===== src/design/shlm_pkg.sv =====
package shlm_pkg;

  // ------------------------------------------------------------
  // Clock and timing
  // ------------------------------------------------------------
  localparam int CLK_HZ_DEF = 20_000_000;
  localparam int MS_PER_S = 1000;
  localparam int NUM_BAUD = 6;
  localparam int BAUD_RATE [NUM_BAUD] = '{4800, 9600, 19200, 38400, 57600, 115200};
  localparam logic [2:0] BAUD_SEL_DEF = 3'h1;
  localparam logic [2:0] BAUD_SEL_MAX = 3'h5;
  localparam logic [4:0] TMO_MIN_S = 5'h01;
  localparam logic [4:0] TMO_MAX_S = 5'h1E;
  localparam logic [4:0] TMO_DEF_S = 5'h03;
  localparam logic [8:0] DLY_MAX_MS = 9'h12C;
  localparam logic [8:0] DLY_DEF_MS = 9'h000;
  localparam logic [4:0] STN_MIN = 5'h01;
  localparam logic [4:0] STN_DEF = 5'h01;
  localparam logic [3:0] RETRY_DEF = 4'h0;

  // ------------------------------------------------------------
  // Character framing
  // ------------------------------------------------------------
  localparam logic [3:0] DATA_BITS8 = 4'h8;
  localparam logic [3:0] DATA_BITS7 = 4'h7;
  localparam logic [3:0] FRM_EXTRA = 4'h3;

  // ------------------------------------------------------------
  // Register map, word index on the bus
  // ------------------------------------------------------------
  localparam logic [2:0] REG_CFG = 3'h0;
  localparam logic [2:0] REG_REQ = 3'h1;
  localparam logic [2:0] REG_RX = 3'h2;
  localparam logic [2:0] REG_STAT = 3'h3;
  localparam logic [2:0] REG_MASK = 3'h4;
  localparam logic [2:0] REG_INFO = 3'h5;

  typedef struct packed {
    logic [3:0] rsv;
    logic [8:0] dly_ms;
    logic [4:0] tmo_s;
    logic [3:0] retry;
    logic [4:0] stn;
    logic stmode;
    logic seven;
    logic [2:0] baud;
  } shlm_cfg_t;

  localparam shlm_cfg_t CFG_RST = '{rsv: 4'h0, dly_ms: DLY_DEF_MS, tmo_s: TMO_DEF_S,
    retry: RETRY_DEF, stn: STN_DEF, stmode: 1'h1, seven: 1'h0, baud: BAUD_SEL_DEF};

  typedef struct packed {
    logic rtry;
    logic perr;
    logic tmo;
    logic done;
  } shlm_evt_t;

  localparam int EVT_W = $bits(shlm_evt_t);

  typedef enum logic [2:0] {
    ST_IDLE = 3'h0,
    ST_DLY = 3'h1,
    ST_TXST = 3'h3,
    ST_TXDT = 3'h2,
    ST_WAIT = 3'h6
  } shlm_state_t;

endpackage


===== src/design/shlm_link_master.sv =====
`timescale 1ns/10ps
// Contract
// RQ1 - Line rate 4800 to 115200, 9600 default
// RQ2 - Seven or eight data bits, eight default
// RQ3 - Resend on timeout up to retry count
// RQ4 - Retries exhausted: abandon, flag timeout
// RQ5 - Response timeout 1 to 30 s, 3 default
// RQ6 - Station number 1 to 31, default 1
// RQ7 - Delay 0 to 300 ms before requests
// RQ8 - Most recent configuration write wins
// RQ9 - Controller must use same line rate
// RQ10 - Controller port set to computer link
// RQ11 - One stop bit, odd parity, checked
// RQ12 - No modem handshake lines are used
module shlm_link_master #(
  parameter int CLK_HZ = shlm_pkg::CLK_HZ_DEF,
  parameter int DIV_W = 16
) (
  // Clock and reset
  input wire logic ref_clk,
  input wire logic reset,
  // Avalon-MM slave
  input wire logic [2:0] avs_address,
  input wire logic avs_read,
  input wire logic avs_write,
  input wire logic [31:0] avs_writedata,
  input wire logic [3:0] avs_byteenable,
  output logic [31:0] avs_readdata,
  output logic avs_waitrequest,
  // Setup utility port
  input wire logic util_cfg_wr,
  input wire logic [31:0] util_cfg,
  // Serial line
  output logic txd,
  input wire logic rxd,
  // Interrupt
  output logic irq
);
  import shlm_pkg::*;

  // ------------------------------------------------------------
  // Derived timing
  // ------------------------------------------------------------
  localparam int CYC_PER_MS = (CLK_HZ / MS_PER_S < 1) ? 1 : CLK_HZ / MS_PER_S;
  localparam int PRE_W = $clog2(CYC_PER_MS + 1);
  localparam logic [PRE_W-1:0] PRE_LAST = PRE_W'(CYC_PER_MS - 1);
  localparam logic [9:0] MS_LAST = 10'(MS_PER_S - 1);

  typedef struct packed {
    shlm_cfg_t cfg;
    logic [7:0] req_chr;
    logic [7:0] rx_chr;
    shlm_evt_t sts;
    shlm_evt_t msk;
    shlm_state_t st;
    logic [3:0] tries;
    logic [PRE_W-1:0] pre;
    logic [9:0] ms;
    logic [4:0] sec;
    logic sent;
    logic txgo;
    logic ack;
    logic [31:0] rdat;
    logic irq;
  } shlm_st_t;

  shlm_st_t q;
  shlm_st_t n;
  shlm_evt_t set;
  shlm_evt_t clr;
  logic req;
  logic wr_acc;
  logic cfg_wr;
  logic req_wr;
  logic tick;
  logic tmo_hit;
  logic [31:0] rd_mux;
  logic [2:0] baud_eff;
  logic [4:0] tmo_eff;
  logic [8:0] dly_eff;
  logic [4:0] stn_eff;
  logic [DIV_W-1:0] div_tab [NUM_BAUD];
  logic [DIV_W-1:0] bit_div;
  logic [7:0] tx_data;
  logic tx_busy;
  logic rx_valid;
  logic [7:0] rx_data;
  logic rx_err;

  // Byte-lane merge for partial writes
  function automatic logic [31:0] merge(input logic [31:0] old, input logic [31:0] nw,
                                        input logic [3:0] be);
    for (int i = 0; i < 4; i++) begin
      merge[8*i +: 8] = be[i] ? nw[8*i +: 8] : old[8*i +: 8];
    end
  endfunction

  // ------------------------------------------------------------
  // Line rate table
  // ------------------------------------------------------------
  // Constant divisors, one per selectable rate, so no runtime divider
  for (genvar i = 0; i < NUM_BAUD; i++) begin : g_div
    assign div_tab[i] = DIV_W'(CLK_HZ / BAUD_RATE[i]); // [RQ1]
  end

  // Out-of-range settings fall back to safe values rather than stalling
  always_comb begin
    baud_eff = (q.cfg.baud > BAUD_SEL_MAX) ? BAUD_SEL_DEF : q.cfg.baud; // [RQ1]
    tmo_eff = q.cfg.tmo_s; // [RQ5]
    if (q.cfg.tmo_s < TMO_MIN_S) begin
      tmo_eff = TMO_MIN_S;
    end else if (q.cfg.tmo_s > TMO_MAX_S) begin
      tmo_eff = TMO_MAX_S;
    end
    dly_eff = (q.cfg.dly_ms > DLY_MAX_MS) ? DLY_MAX_MS : q.cfg.dly_ms; // [RQ7]
    stn_eff = (q.cfg.stn < STN_MIN) ? STN_MIN : q.cfg.stn; // [RQ6]
  end

  assign bit_div = div_tab[baud_eff];
  assign tx_data = (q.st == ST_TXST) ? {3'h0, stn_eff} : q.req_chr; // [RQ6]

  // ------------------------------------------------------------
  // Bus decode
  // ------------------------------------------------------------
  // One wait state: readdata is captured before the releasing edge
  assign req = avs_read | avs_write;
  assign avs_waitrequest = req & ~q.ack;
  assign wr_acc = q.ack & avs_write;
  assign cfg_wr = wr_acc && avs_address == REG_CFG;
  assign req_wr = wr_acc && avs_address == REG_REQ;
  assign avs_readdata = q.rdat;
  assign irq = q.irq;
  assign tick = q.pre == PRE_LAST;
  assign tmo_hit = q.sec >= tmo_eff; // [RQ5]

  // Read multiplexer; unmapped words read as zero
  always_comb begin
    unique case (avs_address)
      REG_CFG: rd_mux = q.cfg;
      REG_REQ: rd_mux = {24'h0, q.req_chr};
      REG_RX: rd_mux = {24'h0, q.rx_chr};
      REG_STAT: rd_mux = 32'(q.sts);
      REG_MASK: rd_mux = 32'(q.msk);
      REG_INFO: rd_mux = 32'({q.tries, q.st});
      default: rd_mux = '0;
    endcase
  end

  // ------------------------------------------------------------
  // Request sequencer
  // ------------------------------------------------------------
  // Flow is only request, response, timeout; no modem line gates it [RQ12]
  always_comb begin
    n = q;
    set = '0;
    clr = '0;
    n.txgo = 1'h0;
    n.ack = req & ~q.ack;
    if (req && !q.ack) begin
      n.rdat = rd_mux;
    end
    // Bus write and utility load share one register, so the last one stands
    if (cfg_wr) begin
      n.cfg = shlm_cfg_t'(merge(q.cfg, avs_writedata, avs_byteenable)); // [RQ8]
    end else if (util_cfg_wr) begin
      n.cfg = shlm_cfg_t'(util_cfg); // [RQ8]
    end
    if (wr_acc && avs_address == REG_MASK && avs_byteenable[0]) begin
      n.msk = shlm_evt_t'(avs_writedata[EVT_W-1:0]);
    end
    if (wr_acc && avs_address == REG_STAT && avs_byteenable[0]) begin
      clr = shlm_evt_t'(avs_writedata[EVT_W-1:0]);
    end
    n.pre = tick ? '0 : q.pre + 1'h1;
    unique case (q.st)
      ST_IDLE: begin
        if (req_wr) begin // [RQ12]
          n.req_chr = avs_writedata[7:0];
          n.tries = '0;
          n.st = ST_DLY;
          n.ms = '0;
          n.pre = '0;
        end
      end
      ST_DLY: begin
        if (q.ms >= 10'(dly_eff)) begin // [RQ7]
          n.st = q.cfg.stmode ? ST_TXST : ST_TXDT; // [RQ6]
        end else if (tick) begin
          n.ms = q.ms + 10'h001;
        end
      end
      ST_TXST, ST_TXDT: begin
        if (!q.sent) begin
          n.txgo = 1'h1;
          n.sent = 1'h1;
        end else if (!q.txgo && !tx_busy) begin
          n.sent = 1'h0;
          n.st = (q.st == ST_TXST) ? ST_TXDT : ST_WAIT;
          n.ms = '0;
          n.sec = '0;
          n.pre = '0;
        end
      end
      ST_WAIT: begin
        // A response in the timeout cycle still counts as answered
        if (rx_valid) begin
          n.rx_chr = rx_data;
          set.done = 1'h1;
          set.perr = rx_err; // [RQ11]
          n.st = ST_IDLE;
        end else if (tmo_hit) begin
          if (q.tries < q.cfg.retry) begin // [RQ3]
            n.tries = q.tries + 4'h1;
            set.rtry = 1'h1;
            n.st = ST_DLY;
            n.ms = '0;
            n.pre = '0;
          end else begin
            set.tmo = 1'h1; // [RQ4]
            n.st = ST_IDLE;
          end
        end else if (tick) begin
          if (q.ms == MS_LAST) begin
            n.ms = '0;
            n.sec = q.sec + 5'h01; // [RQ5]
          end else begin
            n.ms = q.ms + 10'h001;
          end
        end
      end
      default: n.st = ST_IDLE;
    endcase
    // Set beats clear so no event is lost to a racing acknowledge
    n.sts = (q.sts & ~clr) | set;
    n.irq = |(n.sts & n.msk);
  end

  // State register
  always_ff @(posedge ref_clk) begin
    if (reset) begin
      q <= '0;
      q.cfg <= CFG_RST; // [RQ1] [RQ2]
    end else begin
      q <= n;
    end
  end

  // ------------------------------------------------------------
  // Serial engine
  // ------------------------------------------------------------
  shlm_uart_phy #(
    .DIV_W(DIV_W)
  ) u_phy (
    .ref_clk(ref_clk),
    .reset(reset),
    .bit_div(bit_div),
    .seven(q.cfg.seven), // [RQ2]
    .tx_start(q.txgo),
    .tx_data(tx_data),
    .tx_busy(tx_busy),
    .txd(txd),
    .rxd(rxd),
    .rx_valid(rx_valid),
    .rx_data(rx_data),
    .rx_err(rx_err)
  );
endmodule


===== src/design/shlm_uart_phy.sv =====
`timescale 1ns/10ps
module shlm_uart_phy #(
  parameter int DIV_W = 16
) (
  // Clock and reset
  input wire logic ref_clk,
  input wire logic reset,
  // Line settings
  input wire logic [DIV_W-1:0] bit_div,
  input wire logic seven,
  // Transmit side
  input wire logic tx_start,
  input wire logic [7:0] tx_data,
  output logic tx_busy,
  output logic txd,
  // Receive side
  input wire logic rxd,
  output logic rx_valid,
  output logic [7:0] rx_data,
  output logic rx_err
);
  import shlm_pkg::*;

  typedef struct packed {
    logic [DIV_W-1:0] tcnt;
    logic [3:0] tbit;
    logic [10:0] tsh;
    logic tbusy;
    logic s1;
    logic s2;
    logic [DIV_W-1:0] rcnt;
    logic [3:0] rbit;
    logic [10:0] rsh;
    logic rbusy;
    logic rvalid;
    logic [7:0] rdata;
    logic rerr;
  } shlm_phy_st_t;

  shlm_phy_st_t q;
  shlm_phy_st_t n;
  logic [3:0] nbits;
  logic par;
  logic [7:0] d;
  logic p;

  assign tx_busy = q.tbusy;
  assign txd = q.tsh[0];
  assign rx_valid = q.rvalid;
  assign rx_data = q.rdata;
  assign rx_err = q.rerr;

  // ------------------------------------------------------------
  // Bit engine
  // ------------------------------------------------------------
  // Start, data, odd parity, one stop; the shifter idles all ones
  always_comb begin
    n = q;
    n.s1 = rxd;
    n.s2 = q.s1;
    n.rvalid = 1'h0;
    nbits = (seven ? DATA_BITS7 : DATA_BITS8) + FRM_EXTRA;
    par = ~(^(seven ? {1'h0, tx_data[6:0]} : tx_data)); // [RQ11]
    d = '0;
    p = 1'h0;
    if (!q.tbusy) begin
      if (tx_start) begin
        n.tsh = seven ? {2'h3, par, tx_data[6:0], 1'h0} : {1'h1, par, tx_data, 1'h0};
        n.tbusy = 1'h1;
        n.tbit = nbits;
        n.tcnt = '0;
      end
    end else if (q.tcnt == bit_div - 1'h1) begin
      n.tcnt = '0;
      n.tsh = {1'h1, q.tsh[10:1]};
      n.tbit = q.tbit - 4'h1;
      if (q.tbit == 4'h1) begin
        n.tbusy = 1'h0;
      end
    end else begin
      n.tcnt = q.tcnt + 1'h1;
    end
    // Receiver samples mid-bit, counting from half a bit after the edge
    if (!q.rbusy) begin
      if (!q.s2) begin
        n.rbusy = 1'h1;
        n.rcnt = bit_div >> 1;
        n.rbit = '0;
      end
    end else if (q.rcnt == bit_div - 1'h1) begin
      n.rcnt = '0;
      n.rsh[q.rbit] = q.s2;
      n.rbit = q.rbit + 4'h1;
      if (q.rbit == '0 && q.s2) begin
        n.rbusy = 1'h0; // Glitch, not a start bit
      end else if (q.rbit == nbits - 4'h1) begin
        d = seven ? {1'h0, n.rsh[7:1]} : n.rsh[8:1];
        p = seven ? n.rsh[8] : n.rsh[9];
        n.rdata = d;
        n.rerr = ~(^{d, p}) | ~q.s2; // [RQ11]
        n.rvalid = 1'h1;
        n.rbusy = 1'h0;
      end
    end else begin
      n.rcnt = q.rcnt + 1'h1;
    end
  end

  // State register
  always_ff @(posedge ref_clk) begin
    if (reset) begin
      q <= '0;
      q.tsh <= '1;
      q.s1 <= 1'h1;
      q.s2 <= 1'h1;
    end else begin
      q <= n;
    end
  end
endmodule


===== config.mk =====
export PLATFORM = sky130hd
export DESIGN_NAME = shlm_link_master
export DESIGN_NICKNAME = d
export VERILOG_FILES = /design/src/design/shlm_pkg.sv /design/src/design/shlm_link_master.sv /design/src/design/shlm_uart_phy.sv
export SDC_FILE = /design/constraint.sdc
export NUM_CORES = 1
export LEC_CHECK = 0
export ABC_AREA = 1
export BUFFER_PORTS_ARGS = -buffer_cell sky130_fd_sc_hd__buf_2
export CORE_ASPECT_RATIO = 2
export CORE_MARGIN = 1.5
export CORE_UTILIZATION = 30
export DETAILED_ROUTE_END_ITERATION = 16
export GPL_TIMING_DRIVEN = 1
export MAX_ROUTING_LAYER = met4
export PLACE_DENSITY_LB_ADDON = 0.12
export SLEW_MARGIN = 30
export SYNTH_ARGS = -nofsm -noshare
export SYNTH_HDL_FRONTEND = slang
export SYNTH_SLANG_ARGS = --single-unit
export TNS_END_PERCENT = 5

===== constraint.sdc =====
create_clock -name ref_clk -period 3 [get_ports ref_clk]
set_input_delay 0.15 -clock ref_clk [delete_from_list [all_inputs] [get_ports ref_clk]]
set_output_delay 0.15 -clock ref_clk [all_outputs]
set_load 0.01 [all_outputs]

Word level (Yosys, flattened, before mapping)
Memories as Yosys holds them, arrays and structs flattened.
Index checks and enable logic that the tools add are counted.
Widths: inputs -> output; s select.
{"block": "totals", "mem_count": 1, "register_bits": 205, "romBits": 128, "elab_cells": 238}
{"name": "(no name shown)", "words": 8, "width": 16, "read_ports": 1, "rd_ports_with_merged_regs": 0, "write_ports": 0, "line": "shlm_link_master.sv:119", "text": "assign bit_div = div_tab[baud_eff];"}
{"block": "op_classes", "muxes": 76, "n_lt_le_gt_ge": 11, "n_eq_ne": 37, "n_reduce_logical": 41, "bitwise_logic": 17, "n_addsub": 11}
{"operator": "$pmux 32 s6", "n": 1}
{"operator": "$mux 32", "n": 5}
{"operator": "$mux 16", "n": 5}
{"operator": "$mux 10", "n": 6}
{"operator": "$mux 8", "n": 7}
{"operator": "$pmux 15 s3", "n": 1}
{"operator": "$mux 20", "n": 2}
{"operator": "$pmux 10 s4", "n": 1}
{"operator": "$ne 2x2->1 const B", "n": 19}
{"operator": "$mux 34", "n": 1}
{"operator": "$add 16x1->16 const B", "n": 2}
{"operator": "$eq 16x16->1", "n": 2}
{"operator": "$mux 31", "n": 1}
{"operator": "$mux 15", "n": 2}
{"operator": "$mux 30", "n": 1}
{"operator": "$mux 29", "n": 1}
{"operator": "$mux 26", "n": 1}
{"operator": "$mux 5", "n": 5}
{"operator": "$mux 22", "n": 1}
{"operator": "$mux 1", "n": 18}
{"operator": "$mux 3", "n": 6}
{"operator": "$reduce_and 2->1", "n": 9}
{"operator": "$mux 4", "n": 4}
{"operator": "$sub 16x1->16 const B", "n": 1}
{"operator": "53 further kinds", "n": 91}

Logic depth before layout (Yosys ltp)
Gate-level depths: netlist of the first run.
{"block": "logic_depth", "ltp_word": 13, "mapped_depth": 22, "mapped_depth_nobuf": 20}

Cells and area by module
Synthesis of the first run repeated with hierarchy kept, for this count alone.
{"block": "unflattened", "hier_cells": 1893, "area_unflattened_um2": 12314.3}
{"module": "shlm_link_master", "cells_each": 1007, "area_each_um2": 6980.4, "n_inst": 1}
{"module": "shlm_uart_phy", "cells_each": 886, "area_each_um2": 5333.9, "n_inst": 1}

Worst setup path after synthesis of the first run
OpenSTA, ideal clock, no wires.
{"block": "synth_timing", "kind": "register -> register", "startpoint": "register q[98] (netlist name)", "endpoint": "register u_phy.q[13] (netlist name)", "slack_ns": 0.563, "setup_ns": 0.115, "period_less_slack_ns": 2.437, "required_time_ns": 2.885, "path_stages_with_launch": 17, "arrival_time_ns": 2.323, "cell_sequence": "dfxtp_1 > buf_6 > nand2_1 > nand2_1 > inv_1 > ha_1 > inv_1 > nand4_1 > inv_1 > nand2_4 > nand2_4 > xor2_4 > nand3_2 > nor2_4 > nand2_2 > buf_2 > o21a_1"}
{"block": "synth_between", "elab_chain_cells": 9}
{"element": "from (decl)", "line": "shlm_link_master.sv:67", "text": "shlm_st_t q;"}
{"element": "from (signal assigned)", "line": "shlm_link_master.sv:244", "text": "q <= n;"}
{"element": "$gt 3x3->1", "line": "shlm_link_master.sv:108", "text": "baud_eff = (q.cfg.baud > BAUD_SEL_MAX) ? BAUD_SEL_DEF : q.cfg.baud;"}
{"element": "$mux 3 (*)", "line": "shlm_link_master.sv:108"}
{"element": "$not 3->4 (not written as such) (*)", "line": "shlm_link_master.sv:119"}
{"element": "$mem_v2 8x16 (*)"}
{"element": "$mux 16 (not written as such) (*) (2 in a row)", "line": "shlm_link_master.sv:119"}
{"element": "$sub 16x1->16 (*)", "line": "shlm_uart_phy.sv:90", "text": "end else if (q.rcnt == bit_div - 1'h1) begin"}
{"element": "$eq 16x16->1 (*)", "line": "shlm_uart_phy.sv:90"}
{"element": "$reduce_and 2->1 (no source line) (*)"}
{"element": "to (signal assigned)", "line": "shlm_uart_phy.sv:117", "text": "q <= n;"}
{"element": "to (decl)", "line": "shlm_uart_phy.sv:40", "text": "shlm_phy_st_t q;"}
Mark *: on every way between the ends. The rest lies on a longest branch, timed or not. The select of a mux whose other input is x is not followed.
A chain may end at the register's enable or synchronous reset.

Worst setup path after layout of the first run
{"block": "layout_timing", "startpoint": "register q[99] (netlist name)", "endpoint": "register u_phy.q[20] (netlist name)"}
Same word-level chain as after synthesis.

==> results of run 1 <==
-- layout by cell type (no fill, tap or decap), drive strengths merged, types with 9 or more instances in the layout --
cell         instances
nand2              393
nor2               204
dfxtp              203
inv                184
buf                152
o21ai              121
nand3              117
a21oi               75
dlygate4sd3         69
a31oi               49
ha                  37
clkbuf              34
xor2                32
nand4               31
a22oi               27
nor3                22
o211ai              16
or2                 11
o22ai               10
xnor2                9
-- cell families after synthesis --
group | Yosys count | synth area share, %
XOR/XNOR | 41 | 3.316
AO/OA/AOI/OAI | 315 | 15.83
flip-flops | 203 | 35.66
AND/OR/NAND/NOR | 791 | 30.69
buffers and inverters | 272 | 10.44
adder cells (fa/ha/maj) | 37 | 4.062
-- how the worst max path moves through the flow --
stage	slack (ps)	endpoint	start
4_1_cts	170	q[111]	q[33]
6_report	190	u_phy.q[20]	q[99]
5_1_grt	-3	u_phy.q[10]	q[99]
2_1_floorplan	560	u_phy.q[13]	q[98]
3_5_place_dp	210	u_phy.q[47]	q[99]
3_3_place_gp	190	u_phy.q[10]	q[99]
-- cell type report --
type,count,area (um2),area share (%)
inverters,185,696.9,4.976
clock inverters,10,162.7,1.161
clock buffers,34,729.5,5.209
flip-flops and latches,203,4064,29.02
repair buffers,221,1592,11.36
diodes,2,5.005,0.03574
well taps,459,574.3,4.101
multi-input cells,1185,6181,44.13
-- worst reg2reg max path, stage by stage (launching register included) --
cell	delay (ps)
sky130_fd_sc_hd__dfxtp_1	350
sky130_fd_sc_hd__buf_4	170
sky130_fd_sc_hd__inv_4	120
sky130_fd_sc_hd__nand2_2	90
sky130_fd_sc_hd__inv_1	110
sky130_fd_sc_hd__ha_1	150
sky130_fd_sc_hd__inv_1	70
sky130_fd_sc_hd__o21ai_0	380
sky130_fd_sc_hd__nand2_1	180
sky130_fd_sc_hd__buf_4	170
sky130_fd_sc_hd__nand3_1	100
sky130_fd_sc_hd__nand2_1	100
sky130_fd_sc_hd__nand3_2	110
sky130_fd_sc_hd__inv_1	60
sky130_fd_sc_hd__nand2_2	80
sky130_fd_sc_hd__nor2_4	50
sky130_fd_sc_hd__buf_12	140
sky130_fd_sc_hd__buf_4	130
sky130_fd_sc_hd__o21ai_1	110
sky130_fd_sc_hd__nor2_1	40
-- layer usage --
layer	share of wire, %	GRT usage [%]	vias to the layer above	wire, um
li1	-	-	5772	-
met1	34	18.41	5223	13410
met2	57	40.74	235	22330
met3	3.3	2.315	91	1278
met4	4.8	9.509	0	1867
met5	0	-	-	0
-- through the flow --
step                cells  area, um2
floorplan            1659      11400
global placement     2181      12360
detailed placement   2181      12360
CTS                  2294      13940
global route         2299      14000
finish               2299      14000
-- timing repair --
action,in CTS,in global routing
endpoints found under the hold margin,43,0
gates resized for setup,0,6
hold buffers,69,0
buffers inserted,0,2
endpoints found under the setup margin,0,35
-- power by group through the flow --
stage               Sequential [mW]  Clock (mW)  Combinational (mW)
global placement               3.10           0                1.23
detailed placement             3.11           0                1.24
finish                         3.05        3.29                1.32
CTS                            3.05        3.39                1.33
floorplan                      3.03           0               0.854
global route                   3.06        3.50                1.49
-- state kept, by name (all words and copies together), names as in the netlist, 8 cells and up --
signal         cells
u_phy.rx_data      8
u_phy.q           61
avs_readdata      32
q                 96
==> results_dict.tcl, run 1 <==
set metrics [dict create \
    whs_ps 24.81 \
    max_cap_violations 0 \
    critical_path.n_buffers_inverters 8 \
    floorplan.core_area_mm2 0.03729 \
    worstSetupPathDepth 19 \
    largest_net_degree_at_the_start_of_global_routing 46 \
    synth_top_cells_by_count "sky130_fd_sc_hd__nand2_1 (377), sky130_fd_sc_hd__dfxtp_1 (203), sky130_fd_sc_hd__nor2_1 (192)" \
    fillers 3977 \
    area_added_between_synthesis_and_finish_pct 22.89 \
    grt_pass1_wl_mm 60.68 \
    cts.root.buffer_cell "sky130_fd_sc_hd__clkbuf_16" \
    htree_levels 1 \
    critPathLaunchType "flop" \
    worst-r2r-cell-count 19 \
    clock_power_share_pct 43.0 \
    synth_seq_cells 203 \
    design.portCount 112 \
    synth.yosys.seq_area_share_pct 35.66 \
    fin_nets 1934 \
    setup.reg_to_reg.worst_slack_ps 190 \
    floorplan.die.height_um 278.6 \
    p_comb_share_pct 17.2 \
    timing.hold.worst_path_depth 4 \
    via_count 11320 \
    totalNegativeSetupSlack_ps 0 \
    net-switching-power_mw 2.270 \
    fmax_mhz 356.4 \
    synth_top_cell_area_share_pct 35.66 \
    floorplan.initialDensity_pct 30.56 \
    synth_area_mm2 0.01140 \
    critical_path.max_fanout 11 \
    overall_global_routing_usage_pct 20.25 \
    hold_path_startpoint "util_cfg[4]" \
    synth-async-reset-ratio_pct 0 \
    critical_path.max_stage_delay_ps 380 \
    timing.final.ws_setup_ps 193.9 \
    path_cells "buf_4, inv_4, nand2_2, inv_1, ha_1, inv_1, o21ai_0, nand2_1, buf_4, nand3_1, nand2_1, nand3_2, inv_1, nand2_2, nor2_4, buf_12, buf_4, o21ai_1, nor2_1" \
    path_clk_slew_ps 60 \
    predominant_post_synthesis_flop_cell "sky130_fd_sc_hd__dfxtp_1" \
    grt_antenna_before_repair 3 \
    clock-sinks 203 \
    timing_worst_setup_path_type "flop to flop" \
    syn-instance-count 1659 \
    synth_top_area_cell "sky130_fd_sc_hd__dfxtp_1" \
    biggest_area_contributors_in_the_synthesized_netlist "sky130_fd_sc_hd__dfxtp_1 (36%), sky130_fd_sc_hd__nand2_1 (12%), sky130_fd_sc_hd__nor2_1 (6.3%)" \
    clockBufferDepth 3 \
    worstMarginPinSlew_ps 753.6 \
    cts_made_buffers 24 \
    routabilityCongestion 0.8976 \
    final_layout_size_suffix_gt1_share_pct 13.60 \
    port-buffer-count 111 \
    min_period_ps 2806 \
    grt.overflow.total 0 \
    final_core_util_pct 37.56 \
    worstSetupEndpointType "flop" \
    power_density_mw_per_mm2 546.8 \
    post_drt_wl_per_cell_um 16.91 \
    routed_wl_mm 38.88 \
    slew-limit-headroom_pct 49.23 \
    reg_to_reg_end "u_phy.q[20]" \
    postSynthAreaPerCell_um2 6.869 \
    power.internal_mw 5.388 \
    fp.dieW_um 140.8 \
    finalSetupViolCount 0 \
    worstHoldEndpoint "q[101]" \
    die_area_mm2 0.03924 \
    place_hpwl_mm 29.45 \
    drc_errors 0 \
    switching_share_pct 29.64 \
    crit_arrival_ps 3230 \
    sequentialPowerShare_pct 39.8 \
    first_global_vias 11490 \
    placement_rows 100 \
    yosys.cell_count.top_type "sky130_fd_sc_hd__nand2_1" \
    finalClockSkew_ps 12.70 \
    worst_ir_drop_vdd_mv 0.3761 \
    p_leak_nw 6.158 \
    path_delay_family "buffers and inverters" \
    tritoncts "yes" \
    timing.rr.start "q[99]" \
    final_max_slew_viol_count 0 \
    count_of_flip_flops_with_a_built_in_enable_after_synthesis 0 \
    drt-pass1-iter-count 6 \
    total_power_mw 7.658 \
    synth-warning-count 0 \
    clock_insertion_delay_worst_skew_ps 530 \
    post_route_clock_period_utilization_pct 93.54 \
    postSynthNetCount 1773 \
    finalHoldViolCount 0 \
    vias_per_cell 4.924 \
    postRouteAntennaNets 0 \
    yosysUniqueCellTypes 47 \
    cp.required_ps 3420 \
    holdCritPathClass "primary input to flop" \
    placement.setup.worst_slack_ps 213.6 \
    drt_first_iter_violations 485 \
    critical_path.slowest_cell "sky130_fd_sc_hd__o21ai_0" \
    outcome "finished, final reports clean" \
]
(Power assumes the default switching activity.)
==> run 2: changes to the inputs <==
--- a/config.mk
+++ b/config.mk
@@ -10,6 +10,7 @@
 export CORE_ASPECT_RATIO = 2
 export CORE_MARGIN = 1.5
 export CORE_UTILIZATION = 30
+export CTS_BUF_LIST = sky130_fd_sc_hd__clkbuf_8 sky130_fd_sc_hd__clkbuf_16
 export DETAILED_ROUTE_END_ITERATION = 16
 export GPL_TIMING_DRIVEN = 1
 export MAX_ROUTING_LAYER = met4
==> constraint.sdc (replaced) <==
create_clock -name ref_clk -period 3.3 [get_ports ref_clk]
set_input_delay 0.165 -clock ref_clk [delete_from_list [all_inputs] [get_ports ref_clk]]
set_output_delay 0.165 -clock ref_clk [all_outputs]
set_load 0.01 [all_outputs]
==> results_dict.tcl, run 2 (synthesis results as in run 1) <==
set metrics [dict create \
    timing.rr.start "q[99]" \
    overall_global_routing_usage_pct 19.96 \
    worstHoldEndpoint "q[112]" \
    area_added_between_synthesis_and_finish_pct 19.88 \
    critical_path.max_fanout 10 \
    min_period_ps 2958 \
    floorplan.core_area_mm2 0.03729 \
    max_cap_violations 0 \
    whs_ps 34.27 \
    grt_antenna_before_repair 4 \
    cp.required_ps 3700 \
    grt_setup_unrepaired "no" \
    timing_worst_setup_path_type "flop to flop" \
    crit_arrival_ps 3350 \
    clockBufferDepth 3 \
    final_layout_size_suffix_gt1_share_pct 11.96 \
    fp.dieW_um 140.8 \
    worstSetupEndpointType "flop" \
    holdCritPathClass "primary input to flop" \
    tritoncts "yes" \
    design.portCount 112 \
    cts.root.buffer_cell "sky130_fd_sc_hd__clkbuf_16" \
    die_area_mm2 0.03924 \
    worst-r2r-cell-count 17 \
    layout.cells.most_common "sky130_fd_sc_hd__nand2_1" \
    routed_wl_mm 38.51 \
    fin_nets 1914 \
    place_hpwl_mm 29.20 \
    drt_first_iter_violations 418 \
    grt_pass1_wl_mm 59.22 \
    post_route_clock_period_utilization_pct 89.64 \
    reg_to_reg_end "u_phy.q[48]" \
    critical_path.max_stage_delay_ps 390 \
    path_clk_slew_ps 70 \
    setup.reg_to_reg.worst_slack_ps 340 \
    clock_insertion_delay_worst_skew_ps 530 \
    routabilityCongestion 0.9448 \
    timing.hold.worst_path_depth 4 \
    critical_path.slowest_cell "sky130_fd_sc_hd__dfxtp_1" \
    largest_net_degree_at_the_start_of_global_routing 63 \
    path_cells "nand2_1, nand2_1, inv_1, ha_1, inv_1, o21ai_0, nand2_1, nand2_1, nand2_1, nand2_1, nand3_2, nor2_4, nand2_2, nand2_2, inv_2, nand2_1, nand3_1" \
    post_drt_wl_per_cell_um 16.91 \
    cts_setup_buffers 0 \
    final_max_slew_viol_count 0 \
    fmax_mhz 338.1 \
    via_count 11290 \
    worstMarginPinSlew_ps 819.0 \
    regMostFlops "q" \
    placement_rows 100 \
    top_cell_by_count_worst_path "sky130_fd_sc_hd__nand2_1" \
    outcome "finished, final reports clean" \
    slew-limit-headroom_pct 45.40 \
    power_density_mw_per_mm2 476.6 \
    floorplan.initialDensity_pct 30.56 \
    largest_reg_flops 96 \
    finalSetupViolCount 0 \
    worst_ir_drop_vdd_mv 0.3337 \
    first_global_vias 11300 \
    vias_per_cell 4.960 \
    postRouteAntennaNets 0 \
    critPathLaunchType "flop" \
    cts_made_buffers 22 \
    totalNegativeSetupSlack_ps 0 \
    htree_levels 1 \
    clock-sinks 203 \
    port-buffer-count 111 \
    finalHoldViolCount 0 \
    p_leak_nw 6.005 \
    drc_errors 0 \
    total_power_mw 6.511 \
    hold_path_startpoint "util_cfg[15]" \
    finalClockSkew_ps 18.03 \
    drt-pass1-iter-count 5 \
    layout_common_cells "sky130_fd_sc_hd__nand2_1 (376), sky130_fd_sc_hd__dfxtp_1 (203), sky130_fd_sc_hd__nor2_1 (190)" \
    floorplan.die.height_um 278.6 \
    grt.overflow.total 0 \
]
-- run 2: worst max-delay path by stage --
stage	depth (start not counted)	end	startpoint	slack [ps]
after floorplan	16	u_phy.q[13]	q[98]	860
after global placement	17	q[50]	q[118]	350
after detailed placement	17	u_phy.q[48]	q[99]	310
after CTS	9	q[98]	q[33]	250
after global routing	16	u_phy.rx_data[0]	q[99]	40
final	17	u_phy.q[48]	q[99]	340
-- run 2: worst max-delay path: cells and delay by family, from the launching register on --
| family | cells | cell delay, ps |
|---|---|---|
| flops | 1 | 390 |
| buf+inv | 3 | 330 |
| simple gates | 12 | 1560 |
| fa+ha+maj | 1 | 160 |
| compound gates | 1 | 390 |
-- run 2: layer usage --
layer / vias to the layer above / global-route usage (%) / part of all wire [%] / routed length, um
met5: - / - / 0 / 0
met3: 106 / 2.212 / 3.2 / 1221
met2: 240 / 40.24 / 57 / 21930
met1: 5222 / 17.52 / 34 / 13230
li1: 5725 / - / - / -
met4: 0 / 10.82 / 5.5 / 2120
-- run 2: final cells by class --
type	instances	area (um2)
Clock inverter	10	90.09
Antenna cell	4	10.01
Multi-Input combinational cell	1184	6150
Tap cell	459	574.3
Inverter	185	700.7
Fill cell	4063	23620
Sequential cell	203	4064
Clock buffer	28	644.4
Timing Repair Buffer	204	1429
-- run 2: what timing repair did --
item                       4_1_cts  5_1_grt
gates resized for setup          0        2
hold endpoints to repair        43        0
hold buffers                    70        0
setup endpoints to repair        0        8
-- run 2: stage by stage --
stage / utilization [%] / setup WS, ps / cell area, um2 / std cells
after global routing: 36.64 / 36.81 / 13660 / 2277
after floorplan: - / 862.8 / 11400 / 1659
after global placement: 32.75 / 350.1 / 12210 / 2165
final: 36.64 / 341.9 / 13660 / 2277
after CTS: 36.60 / 246.7 / 13650 / 2273
after detailed placement: 32.75 / 312.8 / 12210 / 2165
-- run 2: where the power goes --
group          total, mW  leakage, nW  switching [mW]  internal (mW)
clock               2.58        0.390            1.06           1.52
sequential          2.77         1.65           0.171           2.60
combinational       1.16         3.97           0.739          0.423
total               6.51         6.00            1.97           4.54
==> run 3: changes to the inputs <==
==> constraint.sdc (replaced) <==
create_clock -name ref_clk -period 3.3 [get_ports ref_clk]
set_input_delay 0.165 -clock ref_clk [delete_from_list [all_inputs] [get_ports ref_clk]]
set_output_delay 0.165 -clock ref_clk [all_outputs]
set_load 0.02 [all_outputs]
==> results_dict.tcl, run 3 (synthesis results as in run 1) <==
set metrics [dict create \
    overall_global_routing_usage_pct 20.23 \
    fillers 4066 \
    cp-startpoint "q[33]" \
    area_added_between_synthesis_and_finish_pct 19.96 \
    timing.rr.start "q[33]" \
    routed_wl_mm 38.36 \
    finalClockSkew_ps 9.934 \
    clockBufferDepth 3 \
    critical_path.slowest_cell "sky130_fd_sc_hd__inv_1" \
    hold_path_startpoint "util_cfg[4]" \
    outcome "finished, final reports clean" \
    max_cap_violations 0 \
    fin_nets 1914 \
    via_count 11270 \
    grt.overflow.total 0 \
    routabilityCongestion 0.9421 \
    layout_common_cells "sky130_fd_sc_hd__nand2_1 (376), sky130_fd_sc_hd__dfxtp_1 (202), sky130_fd_sc_hd__nor2_1 (190)" \
    total_power_mw 6.560 \
    cts_made_buffers 23 \
    vias_per_cell 4.948 \
    htree_levels 1 \
    drc_errors 0 \
    drt-pass1-iter-count 5 \
    floorplan.die.height_um 278.6 \
    holdCritPathClass "primary input to flop" \
    largest_net_degree_at_the_start_of_global_routing 63 \
    min_period_ps 2974 \
    worstHoldEndpoint "q[101]" \
    clock-sinks 203 \
    seqCellArea_mm2 0.004065 \
    post_route_clock_period_utilization_pct 90.11 \
    slew-limit-headroom_pct 43.19 \
    die_area_mm2 0.03924 \
    clock_insertion_delay_worst_skew_ps 530 \
    dpl_cell_area_mm2 0.01222 \
    final_core_util_pct 36.66 \
    path_clk_slew_ps 60 \
    final_design_area_no_fill_mm2 0.01367 \
    grt_setup_unrepaired "no" \
    worst_ir_drop_vdd_mv 0.3365 \
    worstSetupEndpointType "flop" \
    multi_input_area_mm2 0.006150 \
    first_global_vias 11420 \
    finish.cell_count_without_fillers 2277 \
    totalNegativeSetupSlack_ps 0 \
    finalHoldViolCount 0 \
    critical_path.max_stage_delay_ps 550 \
    p_leak_nw 6.008 \
    cts.root.buffer_cell "sky130_fd_sc_hd__clkbuf_16" \
    crit_arrival_ps 3450 \
    fmax_mhz 336.3 \
    final_layout_size_suffix_gt1_share_pct 12.40 \
    layout.cells.most_common "sky130_fd_sc_hd__nand2_1" \
    worstMarginPinSlew_ps 852.1 \
    regMostFlops "q" \
    critPathLaunchType "flop" \
    setup.reg_to_reg.worst_slack_ps 330 \
    place_hpwl_mm 29.11 \
    path_cells "nand2_1, nor2_2, inv_1, nand2_1, o21ai_1, buf_4, o21ai_0, a31oi_1, dlygate4sd3_1" \
    reg_to_reg_end "q[98]" \
    post_drt_wl_per_cell_um 16.85 \
    drt_first_iter_violations 381 \
    critical_path.max_fanout 20 \
    grt_antenna_before_repair 3 \
    timing.hold.worst_path_depth 4 \
    finalSetupViolCount 0 \
    placement_rows 100 \
    floorplan.initialDensity_pct 30.56 \
    tritoncts "yes" \
    power_density_mw_per_mm2 479.9 \
    cp.required_ps 3770 \
    postRouteAntennaNets 0 \
    numPlacedInstances 2166 \
    port-buffer-count 111 \
    fp.dieW_um 140.8 \
    timing_worst_setup_path_type "flop to flop" \
    worst-r2r-cell-count 9 \
    design.portCount 112 \
    top_cell_by_count_worst_path "sky130_fd_sc_hd__nand2_1" \
    floorplan.core_area_mm2 0.03729 \
    grt_pass1_wl_mm 60.24 \
    final_max_slew_viol_count 0 \
    largest_reg_flops 96 \
]
==> run 3: final cells by class <==
| type | instances | area share (%) |
|---|---|---|
| sequential | 203 | 29.74 |
| timing repair buffer | 203 | 10.36 |
| clock buffer | 32 | 5.116 |
| multi-input combinational | 1184 | 44.98 |
| clock inverter | 8 | 0.4485 |
| inverter | 185 | 5.098 |
| tap | 459 | 4.201 |
| antenna | 3 | 0.05491 |
==> run 3: worst max path at each step <==
stage	to	cells past startpoint
after global routing	q[98]	9
final	q[98]	9
after floorplan	u_phy.q[13]	16
after global placement	q[50]	17
after detailed placement	u_phy.q[47]	17
after CTS	q[98]	9
==> run 3: critical path, delay by kind of cell, from the launching register on <==
family | cells | cell delay, ps
flip-flops | 1 | 330
AO/OA/AOI/OAI | 3 | 680
AND/OR/NAND/NOR | 3 | 530
buffers and inverters | 3 | 1370
==> run 3: stage by stage <==
stage	setup slack, ps	hold slack, ps
floorplan	862.8	268.8
global placement	355.3	359.8
detailed placement	314.1	356.4
CTS	242.0	7.682
global route	5.292	36.71
finish	326.3	25.87
==> run 3: repair_timing <==
action	CTS	global route
hold buffers	68	0
setup endpoints to repair	0	13
hold endpoints to repair	42	0
resized for setup	0	3
setup buffers	0	0
==> run 3: routing by layer <==
layer	vias up	track usage, %	part of all wire, %
met5	-	-	0
met4	0	10.44	5.3
met3	106	2.470	3.3
met2	241	40.63	58
met1	5200	17.95	34
li1	5720	-	-
==> run 3: report_power, final <==
group          leakage, nW  total (mW)  switching (mW)  internal [mW]
Sequential            1.65        2.77           0.169           2.60
Clock                0.394        2.62            1.08           1.54
Combinational         3.97        1.17           0.746          0.423
Total                 6.01        6.56            2.00           4.56
